<file path="src/hdl/no_load_map.vh">
// Register offsets, field positions and reset values of the no load block
`ifndef NO_LOAD_MAP_VH
`define NO_LOAD_MAP_VH

`define ADDR_ACTIVE_NO_LOAD_TIME   4'h0
`define ADDR_APPARENT_NO_LOAD_TIME 4'h1
`define ADDR_REACTIVE_NO_LOAD_TIME 4'h2
`define ADDR_PHASE_NO_LOAD_STATE   4'h3
`define ADDR_SECOND_EVENT_FLAGS    4'h4
`define ADDR_SECOND_EVENT_ENABLES  4'h5

`define FLAG_TOTAL       0
`define FLAG_FUND        1
`define FLAG_APPARENT    2
`define FIELD_TOTAL_LSB  0
`define FIELD_FUND_LSB   3
`define FIELD_APP_LSB    6

`define TIME_RESET       16'h0000
`define FLAGS_RESET      3'h0
`define ENABLES_RESET    3'h0

`endif

</file>
<file path="src/hdl/no_load_timer.v">
// One per-phase no load timer: a 16-bit counter with overflow detection
`timescale 1ns/1ps
module no_load_timer #(
  parameter WIDTH = 16
) (
  input  wire             ref_clk,   // Core clock
  input  wire             rstn,      // Async reset, active low
  input  wire             enable,    // Detector armed
  input  wire [WIDTH-1:0] load_val,  // Programmed time
  input  wire             acc_a,     // Energy LSB from first source
  input  wire             acc_b,     // Energy LSB from second source
  input  wire             use_a,     // First source counts
  input  wire             use_b,     // Second source counts
  output reg              no_load_q  // Phase in no load
);

  reg  [WIDTH-1:0] count_q;
  wire             hit;
  wire [WIDTH:0]   sum;

  assign hit = (acc_a & use_a) | (acc_b & use_b);
  assign sum = {1'b0, count_q} + {{WIDTH{1'b0}}, 1'b1};

  // Reload on accumulation, enter on overflow, leave on next accumulation
  always @(posedge ref_clk or negedge rstn) begin
    if (!rstn) begin
      count_q   <= {WIDTH{1'b0}};
      no_load_q <= 1'b0;
    end else if (!enable) begin
      count_q   <= load_val;
      no_load_q <= 1'b0;
    end else if (hit) begin
      count_q   <= load_val;
      no_load_q <= 1'b0;
    end else if (sum[WIDTH]) begin
      count_q   <= load_val;
      no_load_q <= 1'b1;
    end else begin
      count_q   <= sum[WIDTH-1:0];
    end
  end

endmodule // no_load_timer

</file>
<file path="src/hdl/energy_no_load_detector.v">
// Three-phase no load detectors with flags, enables and interrupt output
// Register map, one 16-bit word each
//   0 active no load time, read and write
//   1 apparent no load time, read and write
//   2 reactive no load time, read and write
//   3 phase no load state, read only
//   4 second event flags, write 1 to clear
//   5 second event enables, read and write
//   Other indices read zero, writes dropped
//
// Register bus
//   Write: one cycle strobe with index and data
//   Read: one cycle strobe, data in the next cycle only
//   Read data back to zero outside that cycle
//   No wait states, strobes may follow back to back
//
// Phase state layout
//   Bits [2:0] total detector, phase A lowest
//   Bits [5:3] fundamental detector
//   Bits [8:6] apparent detector
//   Bits [15:9] always zero
//
// Flag and enable layout
//   Bit 0 total, bit 1 fundamental, bit 2 apparent
//   Flags set on entry and on exit alike
//   Set beats a clear in the same cycle
//
// Detector timing
//   Counter loaded with the programmed time
//   Counts up on each cycle without a qualifying LSB
//   No load once it wraps past all ones
//   A qualifying LSB reloads and leaves no load next edge
//   Flag and visible state bits one edge after the timer
//   Accumulation gate one edge after the timer too
//   Interrupt low on the edge the enabled flag sets
//
// Criterion selection
//   Total: active time, else apparent time if active is zero
//   Total: off only with both times zero
//   Fundamental: active time, else reactive time
//   Fundamental: off only with active and reactive zero
//   Apparent: own time, off when zero
//   Disabling a detector counts as an exit event
//
// Reset
//   All times zero, so every detector starts disabled
//   Gates open, interrupt high, flags and enables clear
//
// Limitations and hazards
//   One counter per criterion pair, so with both times set
//   the active time is the load; unequal values not honoured
//   All-ones times are not guarded in hardware
//   A new time loads at the next reload, not at once
//   LSB inputs must be one-cycle pulses of this clock
//   A mid-run reset drops all state and programmed times
//
`timescale 1ns/1ps
`include "no_load_map.vh"
module energy_no_load_detector #(
  parameter PHASES = 3,
  parameter TW     = 16
) (
  input  wire              ref_clk,            // 20 MHz core clock
  input  wire              rstn,               // Async reset, active low
  input  wire [3:0]        addr,               // Register index
  input  wire [15:0]       wdata,              // Write data
  input  wire              wr,                 // Write strobe
  input  wire              rd,                 // Read strobe
  output reg  [15:0]       rdata_q,            // Read data, cycle after rd
  input  wire [PHASES-1:0] active_lsb,         // Total active energy LSB
  input  wire [PHASES-1:0] apparent_lsb,       // Apparent energy LSB
  input  wire [PHASES-1:0] fund_active_lsb,    // Fundamental active LSB
  input  wire [PHASES-1:0] fund_reactive_lsb,  // Fundamental reactive LSB
  output reg  [PHASES-1:0] active_acc_en_q,    // Total active may accumulate
  output reg  [PHASES-1:0] fund_acc_en_q,      // Fundamental may accumulate
  output reg  [PHASES-1:0] apparent_acc_en_q,  // Apparent may accumulate
  output reg               second_interrupt_out_n_q // Interrupt, active low
);

  reg  [TW-1:0] active_no_load_time_q;
  reg  [TW-1:0] apparent_no_load_time_q;
  reg  [TW-1:0] reactive_no_load_time_q;
  reg  [2:0]    second_event_flags_q;
  reg  [2:0]    second_event_enables_q;
  reg  [PHASES-1:0] total_prev_q;
  reg  [PHASES-1:0] fund_prev_q;
  reg  [PHASES-1:0] app_prev_q;

  wire [PHASES-1:0] total_noload_phase_bits;
  wire [PHASES-1:0] fundamental_noload_phase_bits;
  wire [PHASES-1:0] apparent_noload_phase_bits;

  wire ap_zero;
  wire va_zero;
  wire var_zero;
  wire total_en;
  wire fund_en;
  wire app_en;
  wire [2:0] change;
  wire [2:0] clear_req;
  wire [2:0] flags_d;
  wire [15:0] phase_no_load_state;
  wire [TW-1:0] total_load_val;
  wire [TW-1:0] fund_load_val;

  // Zero times switch criteria off
  assign ap_zero  = (active_no_load_time_q == 16'h0000);
  assign va_zero  = (apparent_no_load_time_q == 16'h0000);
  assign var_zero = (reactive_no_load_time_q == 16'h0000);
  assign total_en = ~(ap_zero & va_zero);
  assign fund_en  = ~(ap_zero & var_zero);
  assign app_en   = ~va_zero;

  // Load values: active time first, the other one if active is zero
  assign total_load_val = ap_zero ? apparent_no_load_time_q
                                  : active_no_load_time_q;
  assign fund_load_val  = ap_zero ? reactive_no_load_time_q
                                  : active_no_load_time_q;

  // Total detector: one timer per phase, the time used is the active one
  // unless zero, then the apparent one. Both criteria share one counter,
  // which keeps area small; with both set the values are normally equal.
  genvar g;
  generate
    for (g = 0; g < PHASES; g = g + 1) begin : g_phase
      no_load_timer #(.WIDTH(TW)) u_total (
        .ref_clk   (ref_clk),
        .rstn      (rstn),
        .enable    (total_en),
        .load_val  (total_load_val),
        .acc_a     (active_lsb[g]),
        .acc_b     (apparent_lsb[g]),
        .use_a     (~ap_zero),
        .use_b     (~va_zero),
        .no_load_q (total_noload_phase_bits[g])
      );
      // Fundamental: active and reactive both quiet
      no_load_timer #(.WIDTH(TW)) u_fund (
        .ref_clk   (ref_clk),
        .rstn      (rstn),
        .enable    (fund_en),
        .load_val  (fund_load_val),
        .acc_a     (fund_active_lsb[g]),
        .acc_b     (fund_reactive_lsb[g]),
        .use_a     (~ap_zero),
        .use_b     (~var_zero),
        .no_load_q (fundamental_noload_phase_bits[g])
      );
      no_load_timer #(.WIDTH(TW)) u_app (
        .ref_clk   (ref_clk),
        .rstn      (rstn),
        .enable    (app_en),
        .load_val  (apparent_no_load_time_q),
        .acc_a     (apparent_lsb[g]),
        .acc_b     (1'b0),
        .use_a     (1'b1),
        .use_b     (1'b0),
        .no_load_q (apparent_noload_phase_bits[g])
      );
    end
  endgenerate

  // Entry or exit of any phase raises the matching event
  assign change[`FLAG_TOTAL]    = |(total_noload_phase_bits ^ total_prev_q);
  assign change[`FLAG_FUND]     =
    |(fundamental_noload_phase_bits ^ fund_prev_q);
  assign change[`FLAG_APPARENT] = |(apparent_noload_phase_bits ^ app_prev_q);

  assign clear_req = (wr && addr == `ADDR_SECOND_EVENT_FLAGS) ?
                     wdata[2:0] : 3'h0;
  // Set beats clear so an event in the clear cycle is kept
  assign flags_d = (second_event_flags_q & ~clear_req) | change;

  // State bits come from the history, so they move with the flags
  assign phase_no_load_state = {7'h00,
    app_prev_q,
    fund_prev_q,
    total_prev_q};

  // Total detector history, one edge behind its timers
  always @(posedge ref_clk or negedge rstn) begin
    if (!rstn) begin
      total_prev_q <= {PHASES{1'b0}};
    end else begin
      total_prev_q <= total_noload_phase_bits;
    end
  end

  // Fundamental detector history
  always @(posedge ref_clk or negedge rstn) begin
    if (!rstn) begin
      fund_prev_q <= {PHASES{1'b0}};
    end else begin
      fund_prev_q <= fundamental_noload_phase_bits;
    end
  end

  // Apparent detector history
  always @(posedge ref_clk or negedge rstn) begin
    if (!rstn) begin
      app_prev_q <= {PHASES{1'b0}};
    end else begin
      app_prev_q <= apparent_noload_phase_bits;
    end
  end

  // Sticky flags, set whatever the enables say
  always @(posedge ref_clk or negedge rstn) begin
    if (!rstn) begin
      second_event_flags_q <= `FLAGS_RESET;
    end else begin
      second_event_flags_q <= flags_d;
    end
  end

  // Interrupt low while any enabled flag stands, high once cleared
  always @(posedge ref_clk or negedge rstn) begin
    if (!rstn) begin
      second_interrupt_out_n_q <= 1'b1;
    end else begin
      second_interrupt_out_n_q <=
        ~|(flags_d & second_event_enables_q);
    end
  end

  // Total active gate follows the total state of each phase
  always @(posedge ref_clk or negedge rstn) begin
    if (!rstn) begin
      active_acc_en_q <= {PHASES{1'b1}};
    end else begin
      active_acc_en_q <= ~total_noload_phase_bits;
    end
  end

  // Fundamental gate covers active and reactive together
  always @(posedge ref_clk or negedge rstn) begin
    if (!rstn) begin
      fund_acc_en_q <= {PHASES{1'b1}};
    end else begin
      fund_acc_en_q <= ~fundamental_noload_phase_bits;
    end
  end

  // Apparent gate follows the apparent state
  always @(posedge ref_clk or negedge rstn) begin
    if (!rstn) begin
      apparent_acc_en_q <= {PHASES{1'b1}};
    end else begin
      apparent_acc_en_q <= ~apparent_noload_phase_bits;
    end
  end

  // Register writes; software keeps times off all ones
  always @(posedge ref_clk or negedge rstn) begin
    if (!rstn) begin
      active_no_load_time_q   <= `TIME_RESET;
      apparent_no_load_time_q <= `TIME_RESET;
      reactive_no_load_time_q <= `TIME_RESET;
      second_event_enables_q  <= `ENABLES_RESET;
    end else if (wr) begin
      case (addr)
        `ADDR_ACTIVE_NO_LOAD_TIME: begin
          active_no_load_time_q <= wdata;
        end
        `ADDR_APPARENT_NO_LOAD_TIME: begin
          apparent_no_load_time_q <= wdata;
        end
        `ADDR_REACTIVE_NO_LOAD_TIME: begin
          reactive_no_load_time_q <= wdata;
        end
        `ADDR_SECOND_EVENT_ENABLES: begin
          second_event_enables_q <= wdata[2:0];
        end
        default: begin
        end
      endcase
    end
  end

  // Read data one cycle after the strobe; unmapped reads give zero
  always @(posedge ref_clk or negedge rstn) begin
    if (!rstn) begin
      rdata_q <= 16'h0000;
    end else if (rd) begin
      case (addr)
        `ADDR_ACTIVE_NO_LOAD_TIME: begin
          rdata_q <= active_no_load_time_q;
        end
        `ADDR_APPARENT_NO_LOAD_TIME: begin
          rdata_q <= apparent_no_load_time_q;
        end
        `ADDR_REACTIVE_NO_LOAD_TIME: begin
          rdata_q <= reactive_no_load_time_q;
        end
        `ADDR_PHASE_NO_LOAD_STATE: begin
          rdata_q <= phase_no_load_state;
        end
        `ADDR_SECOND_EVENT_FLAGS: begin
          rdata_q <= {13'h0000, second_event_flags_q};
        end
        `ADDR_SECOND_EVENT_ENABLES: begin
          rdata_q <= {13'h0000, second_event_enables_q};
        end
        default: begin
          rdata_q <= 16'h0000;
        end
      endcase
    end else begin
      rdata_q <= 16'h0000;
    end
  end

endmodule // energy_no_load_detector

</file>
<file path="config.mk">
export PLATFORM = sky130hd
export DESIGN_NAME = energy_no_load_detector
export DESIGN_NICKNAME = d
export VERILOG_FILES = /design/src/hdl/no_load_timer.v /design/src/hdl/energy_no_load_detector.v
export VERILOG_INCLUDE_DIRS = /design/src /design/src/hdl
export SDC_FILE = /design/constraint.sdc
export NUM_CORES = 1
export LEC_CHECK = 0
export BUFFER_PORTS_ARGS = -buffer_cell sky130_fd_sc_hd__buf_2
export CORE_MARGIN = 3
export CORE_UTILIZATION = 45
export CTS_BUF_LIST = sky130_fd_sc_hd__clkbuf_16
export DETAILED_ROUTE_END_ITERATION = 7
export SLEW_MARGIN = 20
export SYNTH_ARGS = -nofsm -noshare
export SYNTH_HDL_FRONTEND = slang
export SYNTH_SLANG_ARGS = --single-unit
</file>
<file path="constraint.sdc">
create_clock -name ref_clk -period 3.43 [get_ports ref_clk]
set_input_delay 0.5145 -clock ref_clk [delete_from_list [all_inputs] [get_ports ref_clk]]
set_output_delay 0.5145 -clock ref_clk [all_outputs]
set_load 0.02 [all_outputs]
</file>
==> metrics list, run 1 <==
- The worst setup path is captured at a register.
* Sequential group share of total power: about 48%
* Worst R2R Start: active_no_load_time_q[10]$_DFFE_PN0P_
* Horiz. Die Dim: 168 um
- Cell at the root of the clock tree: sky130_fd_sc_hd__clkbuf_16
- Ant. Diodes: 0
* Power density over cell area: roughly 640 mW/mm^2
- Sequential-to-total area share from yosys stat: between 50 and 60%
- Clock transition time at the flip-flop clock pins of the worst setup and hold paths: 0.06 ns
- The floorplan step defined a die boundary enclosing 0.0282 sq mm.
- Switching fraction of total power: 31.5%
- At the end of routability-driven placement, the weighted congestion stood at about 0.86.
- The analysis attributes to net switching a power of 2.73 mW.
- Clk_skew: between 0.01 and 0.015 ns
- During placement, the flow inserted port buffers numbering 61.
* Net Count, Synth: roughly 1,100
- For this run, design rule violations remaining after detail routing come to 0.
- The Yosys step of the flow raised 0 warnings.
* Number of vias in the routed layout: 8,682
- In the final layout, the multi-input gates occupy 0.00554 sq mm.
- Global-route wire length before repair: approximately 50,000 um
- Post-DP HPWL: 22,300 um
- In this run, placement finished with an instance count of 1,459.
- Global routing used 22.2% of the available tracks.
- Maximum number of pins on one net before global-route repair: 93
* Worst setup path class: reg -> reg
- The net count of the finished layout is 1,204.
* First-pass iteration count of the detailed router: 7
* Combinational cell fraction of total power: 17.7%
* Setup ws final: 0.362 ns
- Final setup violation count: 0
- Final critical delay including setup and external delays: 3.07 ns
- At the worst endpoint, the arrival time is 3.45 ns.
- Of the cells placed in the final design, the portion with a size suffix greater than 1 is 17.9%.
- DR iter-0 viols: slightly below 800
* Violations in the final reports: negative hold slack
* Clock tree buffer depth: 3
* Cells after Synth: 1,078
- Achievable Freq: 326 MHz
* Ports placed on the boundary: 62
- Summing all flip-flop and latch instances after layout gives 0.00607 sq mm.
* Cells resized by post-CTS repair: 0
* Setup Slack @ Placement: 0.444 ns
- Setup repair after global routing left no endpoint under its margin.
- In the synthesized netlist the async set-or-reset flop fraction comes to 100%.
* Number of H-tree levels: 1
- Hold Violations, Final: 1
* Number of clock sinks: 242
- Max-cap violations in this run came to 0.
* Count of fill cells added during filler insertion: around 2,200
- Of all nets on the critical path, the largest fanout is 9.
* Count of flip-flops with a built-in enable after synthesis: 0
- Share of power burned in the clock network: 33.9%
- Clock tree from TritonCTS: done
- Worst relative slew slack: a little under half
- The netlist uses 57 different library cells.
- Tcrit/Tclk final: 89.5%
- R2R Setup Slk: approximately 0.36 ns
* Ranking of synthesized cells by instance count: 232 x sky130_fd_sc_hd__dfrtp_1, 99 x sky130_fd_sc_hd__nand2_1, 74 x sky130_fd_sc_hd__mux2i_1, 67 x sky130_fd_sc_hd__xnor2_1, 66 x sky130_fd_sc_hd__a21oi_1
- A synthesized cell averages 11.0 sq um.
* Count of non-filler cells in the finished layout: 1,511
- The tightest hold path in the finished design has a slack of -0.00839 ns.
- Main area contributors after synthesis: sky130_fd_sc_hd__dfrtp_1 49%, sky130_fd_sc_hd__mux2i_1 6.3%, sky130_fd_sc_hd__mux2_2 5.2%
- Worst EP required: 3.81 ns
- sky130_fd_sc_hd__dfrtp_1 takes more of the synthesized area than any other cell.
- sky130_fd_sc_hd__dfrtp_1 is the most common cell in the netlist.
- Max stage delay cell, worst path: sky130_fd_sc_hd__nand4_1
- On the worst path, the slowest cell contributes a delay of about 0.62 ns.
- Clk Latency, worst-skew pair: between 0.5 and 0.6 ns
* Layout area overhead: 14.4%
- The initial antenna violation count was 5.
- Row count: 58
* Sum of negative setup slack: 0 ns
* Detailed-route vias per instance: 5.75
- In the final routed layout, each cell accounts on average for 20.6 um.
* Antenna violation net count after detailed routing: 0
- The most used flip-flop cell after synthesis is sky130_fd_sc_hd__dfrtp_1.
* Logic depth of the worst register-to-register path: 6
- Measured on the finished design, the core utilization comes to 53.1%.
- The die is 168 um tall.
- At the pin with the least slew margin, the transition time is 0.819 ns.
- For this configuration, the core starts out at a cell density of 46.4%.
- In this run the worst hold path is classified as in -> async.
* Number of synthesized register bits: about 240
- STA classifies the critical path startpoint as a register.
- Endpoint of the worst register-to-register path: g_phase[1].u_total.count_q[13]$_DFF_PN0_
- Number of buffers created by CTS: 28
- The number of pins with negative max-slew slack in the final report is 0.
* Internal power: 5.94 mW
- Fraction of synthesized cell area taken by the top area cell type: about half
- IR analysis of the VDD net gives a maximum drop of about 320 uV.
* Placeable Area: ~0.025 sq mm
- After synthesis the cells add up to 0.0118 sq mm.
* Run status: finished, violations left
* Post-CTS Hold Buffers: 0
- Total Routed Length: a little over 30,000 um
* Postcts setup bufs: 0
* Reported leakage power: 5.84 nW
- GR Overflow Total: 0
- The via count of the first global-routing pass came to 8,746.
* Ordered cell list for the critical path: nor4_1, nand4_1, a22o_1, or3_1, buf_4, mux2i_1
-- kinds of logic (layout without fill, tap and decap cells) --
logic type                 after synthesis  in the layout  synth area share (%)
AOI/OAI and AO/OA                      155            155                  8.17
buffers and inverters                   53            156                  1.87
and+or+nand+nor                        356            356                  16.1
adders and majority gates                9              9                 0.953
DFF                                    242            242                  51.3
muxes                                  135            135                  12.1
xor gates and xnor gates               128            128                  9.48
-- flip-flops by register name (all words and copies together), names as in the netlist --
| register | flops |
|---|---|
| app_prev_q | 3 |
| g_phase.u_app.count_q | 48 |
| second_interrupt_out_n_q | 1 |
| second_event_flags_q | 3 |
| fund_prev_q | 3 |
| active_no_load_time_q | 16 |
| apparent_no_load_time_q | 16 |
| fund_acc_en_q | 3 |
| second_event_enables_q | 3 |
| g_phase.u_total.count_q | 48 |
| g_phase.u_total.no_load_q | 3 |
| reactive_no_load_time_q | 16 |
| total_prev_q | 3 |
| g_phase.u_fund.count_q | 48 |
| apparent_acc_en_q | 3 |
| g_phase.u_fund.no_load_q | 3 |
| active_acc_en_q | 3 |
| rdata_q | 16 |
| g_phase.u_app.no_load_q | 3 |
-- worst max-delay path by stage --
| stage | startpoint | end | slack (ns) | cells after the start |
|---|---|---|---|---|
| finish | active_no_load_time_q[10]$_DFFE_PN0P_ | g_phase[1].u_total.count_q[13]$_DFF_PN0_ | 0.36 | 6 |
| global route | active_no_load_time_q[10]$_DFFE_PN0P_ | g_phase[1].u_total.count_q[11]$_DFF_PN0_ | 0.21 | 6 |
| CTS | active_no_load_time_q[10]$_DFFE_PN0P_ | g_phase[1].u_total.count_q[13]$_DFF_PN0_ | 0.43 | 6 |
| detailed placement | active_no_load_time_q[10]$_DFFE_PN0P_ | g_phase[1].u_total.count_q[11]$_DFF_PN0_ | 0.44 | 6 |
| global placement | active_no_load_time_q[13]$_DFFE_PN0P_ | g_phase[1].u_total.count_q[11]$_DFF_PN0_ | 0.51 | 6 |
| floorplan | addr[0] | apparent_no_load_time_q[10]$_DFFE_PN0P_ | 1.18 | 5 |
-- final cells by class --
cell class,count,share of cell area [%]
flip-flops and latches,242,44.9
multi-input cells,783,40.9
clock buffers,29,5.37
repair buffers,86,3.91
well taps,330,3.05
clock inverters,23,1.34
inverters,18,0.500
-- cells in the final DEF (no fill, tap or decap), drive strengths merged, types with 5 or more instances in the layout --
cell type,Yosys,routed
and4,17,17
buf,7,86
clkinv,0,14
nor3,19,19
nand2,99,99
or4,5,5
nand3,54,54
and3,19,19
xor2,61,61
clkbuf,28,29
xnor2,67,67
inv,18,23
mux2,61,61
a21oi,66,66
dfrtp,232,232
or2,5,5
nand4,37,37
nor2,61,61
o21ai,40,40
dfstp,10,10
a222oi,15,15
nor4,20,20
a22oi,5,5
a22o,5,5
mux2i,74,74
ha,9,9
-- metrics by stage --
| step | area (sq um) | power, mW |
|---|---|---|
| floorplan | 11800 | 5.11 |
| global placement | 12600 | 5.72 |
| CTS | 13500 | 8.72 |
| detailed placement | 12600 | 5.76 |
| finish | 13500 | 8.67 |
| global route | 13500 | 9.14 |
-- worst max-delay path, delay by kind of cell, from the launching register on --
kind	cells	cell delay, ns
compound gates	1	0.43
flops	1	0.42
mux	1	0.12
simple gates	3	1.67
buf+inv	1	0.26
-- layer usage --
| layer | vias up | GRT usage, % | wire [um] |
|---|---|---|---|
| met2 | 235 | 35.6 | 14400 |
| met3 | 62 | 3.94 | 1790 |
| li1 | 4082 | - | - |
| met4 | 10 | 5.76 | 879 |
| met1 | 4293 | 31.6 | 13900 |
| met5 | - | 0 | 56 |
-- power groups by stage --
| stage | clock network [mW] | logic (mW) | registers [mW] |
|---|---|---|---|
| floorplan | 0 | 1.09 | 4.02 |
| global placement | 0 | 1.52 | 4.20 |
| detailed placement | 0 | 1.54 | 4.22 |
| CTS | 2.99 | 1.55 | 4.18 |
| global route | 3.12 | 1.73 | 4.29 |
| finish | 2.94 | 1.54 | 4.19 |
Power figures use the tool's default switching activity.
==> inputs of run 2 (changes only) <==
SKIP_CTS_REPAIR_TIMING = 1   (was default)
clock period = 3.15 ns   (was 3.43 ns; I/O delays follow)
==> metrics list, run 2 (synthesis gave the netlist of run 1 again) <==
- Global-route wire length before repair: 50,400 um (+1.1%)
- The final count of hold timing violations is 0 (-1).
- The largest net degree at the start of global routing was 80 (-14%).
* Transition time at the pin with the least slew margin: 0.903 ns (+0.0847 ns)
- Cell at the root of the clock tree: sky130_fd_sc_hd__clkbuf_16
- The run finished with clean final reports.
* Achievable Freq: 373 MHz (+14%)
* Clock transition time at the flip-flop clock pins of the worst setup and hold paths: 0.06 ns (about the same)
- Number of H-tree levels: 1 (unchanged)
- The total number of placement rows was 58 (unchanged).
- Effective utilization at floorplan: 46.4% (unchanged)
* Worst EP required: 3.51 ns (-0.30 ns)
* Clk_skew: 0.0174 ns (+0.00468 ns)
- TritonCTS built the clock tree.
- Sum of negative setup slack: 0 ns (unchanged)
* Antenna violations before repair: 1 (-4)
* Avg WL per Cell: 21.1 um (+2.8%)
* Horiz. Die Dim: 168 um (unchanged)
- Leading cell type in the layout, fill and taps excluded: sky130_fd_sc_hd__dfrtp_1
- The number of top-level pins came to 62 (unchanged).
* Total routing resource utilization after global routing: 22.6% (+0.38 points)
- GR Overflow Total: 0 (unchanged)
- Signal arrival time at the worst endpoint: 3.04 ns (-0.41 ns)
- Final critical delay including setup and external delays: 2.68 ns (-0.387 ns)
- The total leakage power came to 5.87 nW (+0.49%).
- The final layout net count was 1,206 (+0.17%).
* Detailed-route vias per instance: 5.81 (+1.1%)
- Power density over cell area: 707 mW/mm^2 (+10%)
- The die outline height was 168 um (unchanged).
* Count of pins over their slew limit: 0 (unchanged)
- Max VDD drop: 459 uV (+41%)
- Count of maximum capacitance violations: 0 (unchanged)
- The clock insertion delay at the later pin of the skew report was 0.53 ns (about the same).
- The core footprint was 0.0255 sq mm (unchanged).
- The remaining routing DRC violations was 0 (unchanged).
- Final setup violation count: 0 (unchanged)
- The placed wire-length estimate was 23,300 um (+4.4%).
* CP Capture Type: register
* Antenna violation net count after detailed routing: 0 (unchanged)
- The number of optimization iterations in the first detailed-route pass was 7 (unchanged).
- The share of cells above drive strength 1 came to 18.0% (+0.17 points).
* Number of vias in the routed layout: 8,780 (+1.1%)
* Top flop regs: g_phase.u_app.count_q: 48 flops, g_phase.u_fund.count_q: 48 flops, g_phase.u_total.count_q: 48 flops
* Highest-count cells in the layout ignoring fill and taps: 232 x sky130_fd_sc_hd__dfrtp_1, 99 x sky130_fd_sc_hd__nand2_1, 74 x sky130_fd_sc_hd__mux2i_1
- Tcrit/Tclk final: 85.1% (-4.3 points)
- Setup repair after global routing left no endpoint under its margin.
* Layout area overhead: 15.0%
- The maximum fanout along the worst path is 8 (-1).
- The worst slew slack as a fraction of its limit was 39.8% (-5.5 points).
* Number of global-route vias before repair: 8,760 (+0.16%)
- Total Routed Length: 32,000 um (+2.8%)
* Startpoint type of the worst setup path: register
- Final Core Density: 53.4% (+0.28 points)
- Path type of the worst min-delay path: in -> reg
- Die area: 0.0282 sq mm (unchanged)
* Number of buffers created by CTS: 26 (-7.1%)
- The initial DRC count is 658 (-15%).
- Worst setup path class: reg -> reg
- Number of clock sinks: 242 (unchanged)
* Clock tree buffer depth: 3 (unchanged)
* Port buffer count: 61 (unchanged)
* Routability congestion estimate from global placement: 0.877 (+2.4%)
[run 2: final timing paths]
check / startpoint / endpoint / slack, ns / depth (start not counted)
min in group asynchronous: rstn / g_phase[0].u_app.count_q[6]$_DFF_PN0_ / 0.53 / 2
max in group asynchronous: rstn / active_acc_en_q[0]$_DFF_PN1_ / 1.74 / 3
worst min-delay path: wdata[15] / apparent_no_load_time_q[15]$_DFFE_PN0P_ / 0.23 / 2
worst min register to register: g_phase[0].u_fund.no_load_q$_DFFE_PN0P_ / fund_prev_q[0]$_DFF_PN0_ / 0.43 / 0
worst max-delay path: active_no_load_time_q[0]$_DFFE_PN0P_ / g_phase[1].u_total.count_q[13]$_DFF_PN0_ / 0.47 / 7
worst max register to register: active_no_load_time_q[0]$_DFFE_PN0P_ / g_phase[1].u_total.count_q[13]$_DFF_PN0_ / 0.47 / 7
[run 2: stage by stage]
step           setup slack (ns)  power (mW)  hold WS [ns]  cell area, sq um  cells
5_1_grt                   0.403        10.1         0.216             13600   1511
2_1_floorplan             0.944        5.57         0.177             11800   1078
3_5_place_dp              0.484        6.26         0.421             12600   1462
3_3_place_gp              0.475        6.22         0.412             12600   1462
6_report                  0.469        9.61         0.229             13600   1512
4_1_cts                   0.478        9.66       -0.0468             13600   1510
[run 2: area by class of cell]
cell class	instances	area, sq um
multi-input combinational	783	5540
sequential	242	6070
timing repair buffer	90	561
antenna	1	2.50
tap	330	413
fill	2197	11900
clock buffer	27	676
clock inverter	21	269
inverter	18	67.6
[run 2: worst max-delay path: stages, from the launching register on]
cell and delay, ns:
sky130_fd_sc_hd__dfrtp_1 0.43, sky130_fd_sc_hd__nor4_1 0.49, sky130_fd_sc_hd__nand4_1 0.24, sky130_fd_sc_hd__buf_4 0.22
sky130_fd_sc_hd__a22o_1 0.22, sky130_fd_sc_hd__or3_1 0.55, sky130_fd_sc_hd__buf_4 0.26, sky130_fd_sc_hd__mux2i_1 0.12
[run 2: power by group]
group          internal, mW  switching (mW)
combinational         0.801           0.891
clock                  2.12            1.25
sequential             3.76           0.792
total                  6.68            2.93
[run 2: layer usage]
layer	global-route usage, %	routed length [um]
met4	5.12	701
met1	32.1	14400
met5	0	9
met3	3.10	1510
met2	37.3	15300
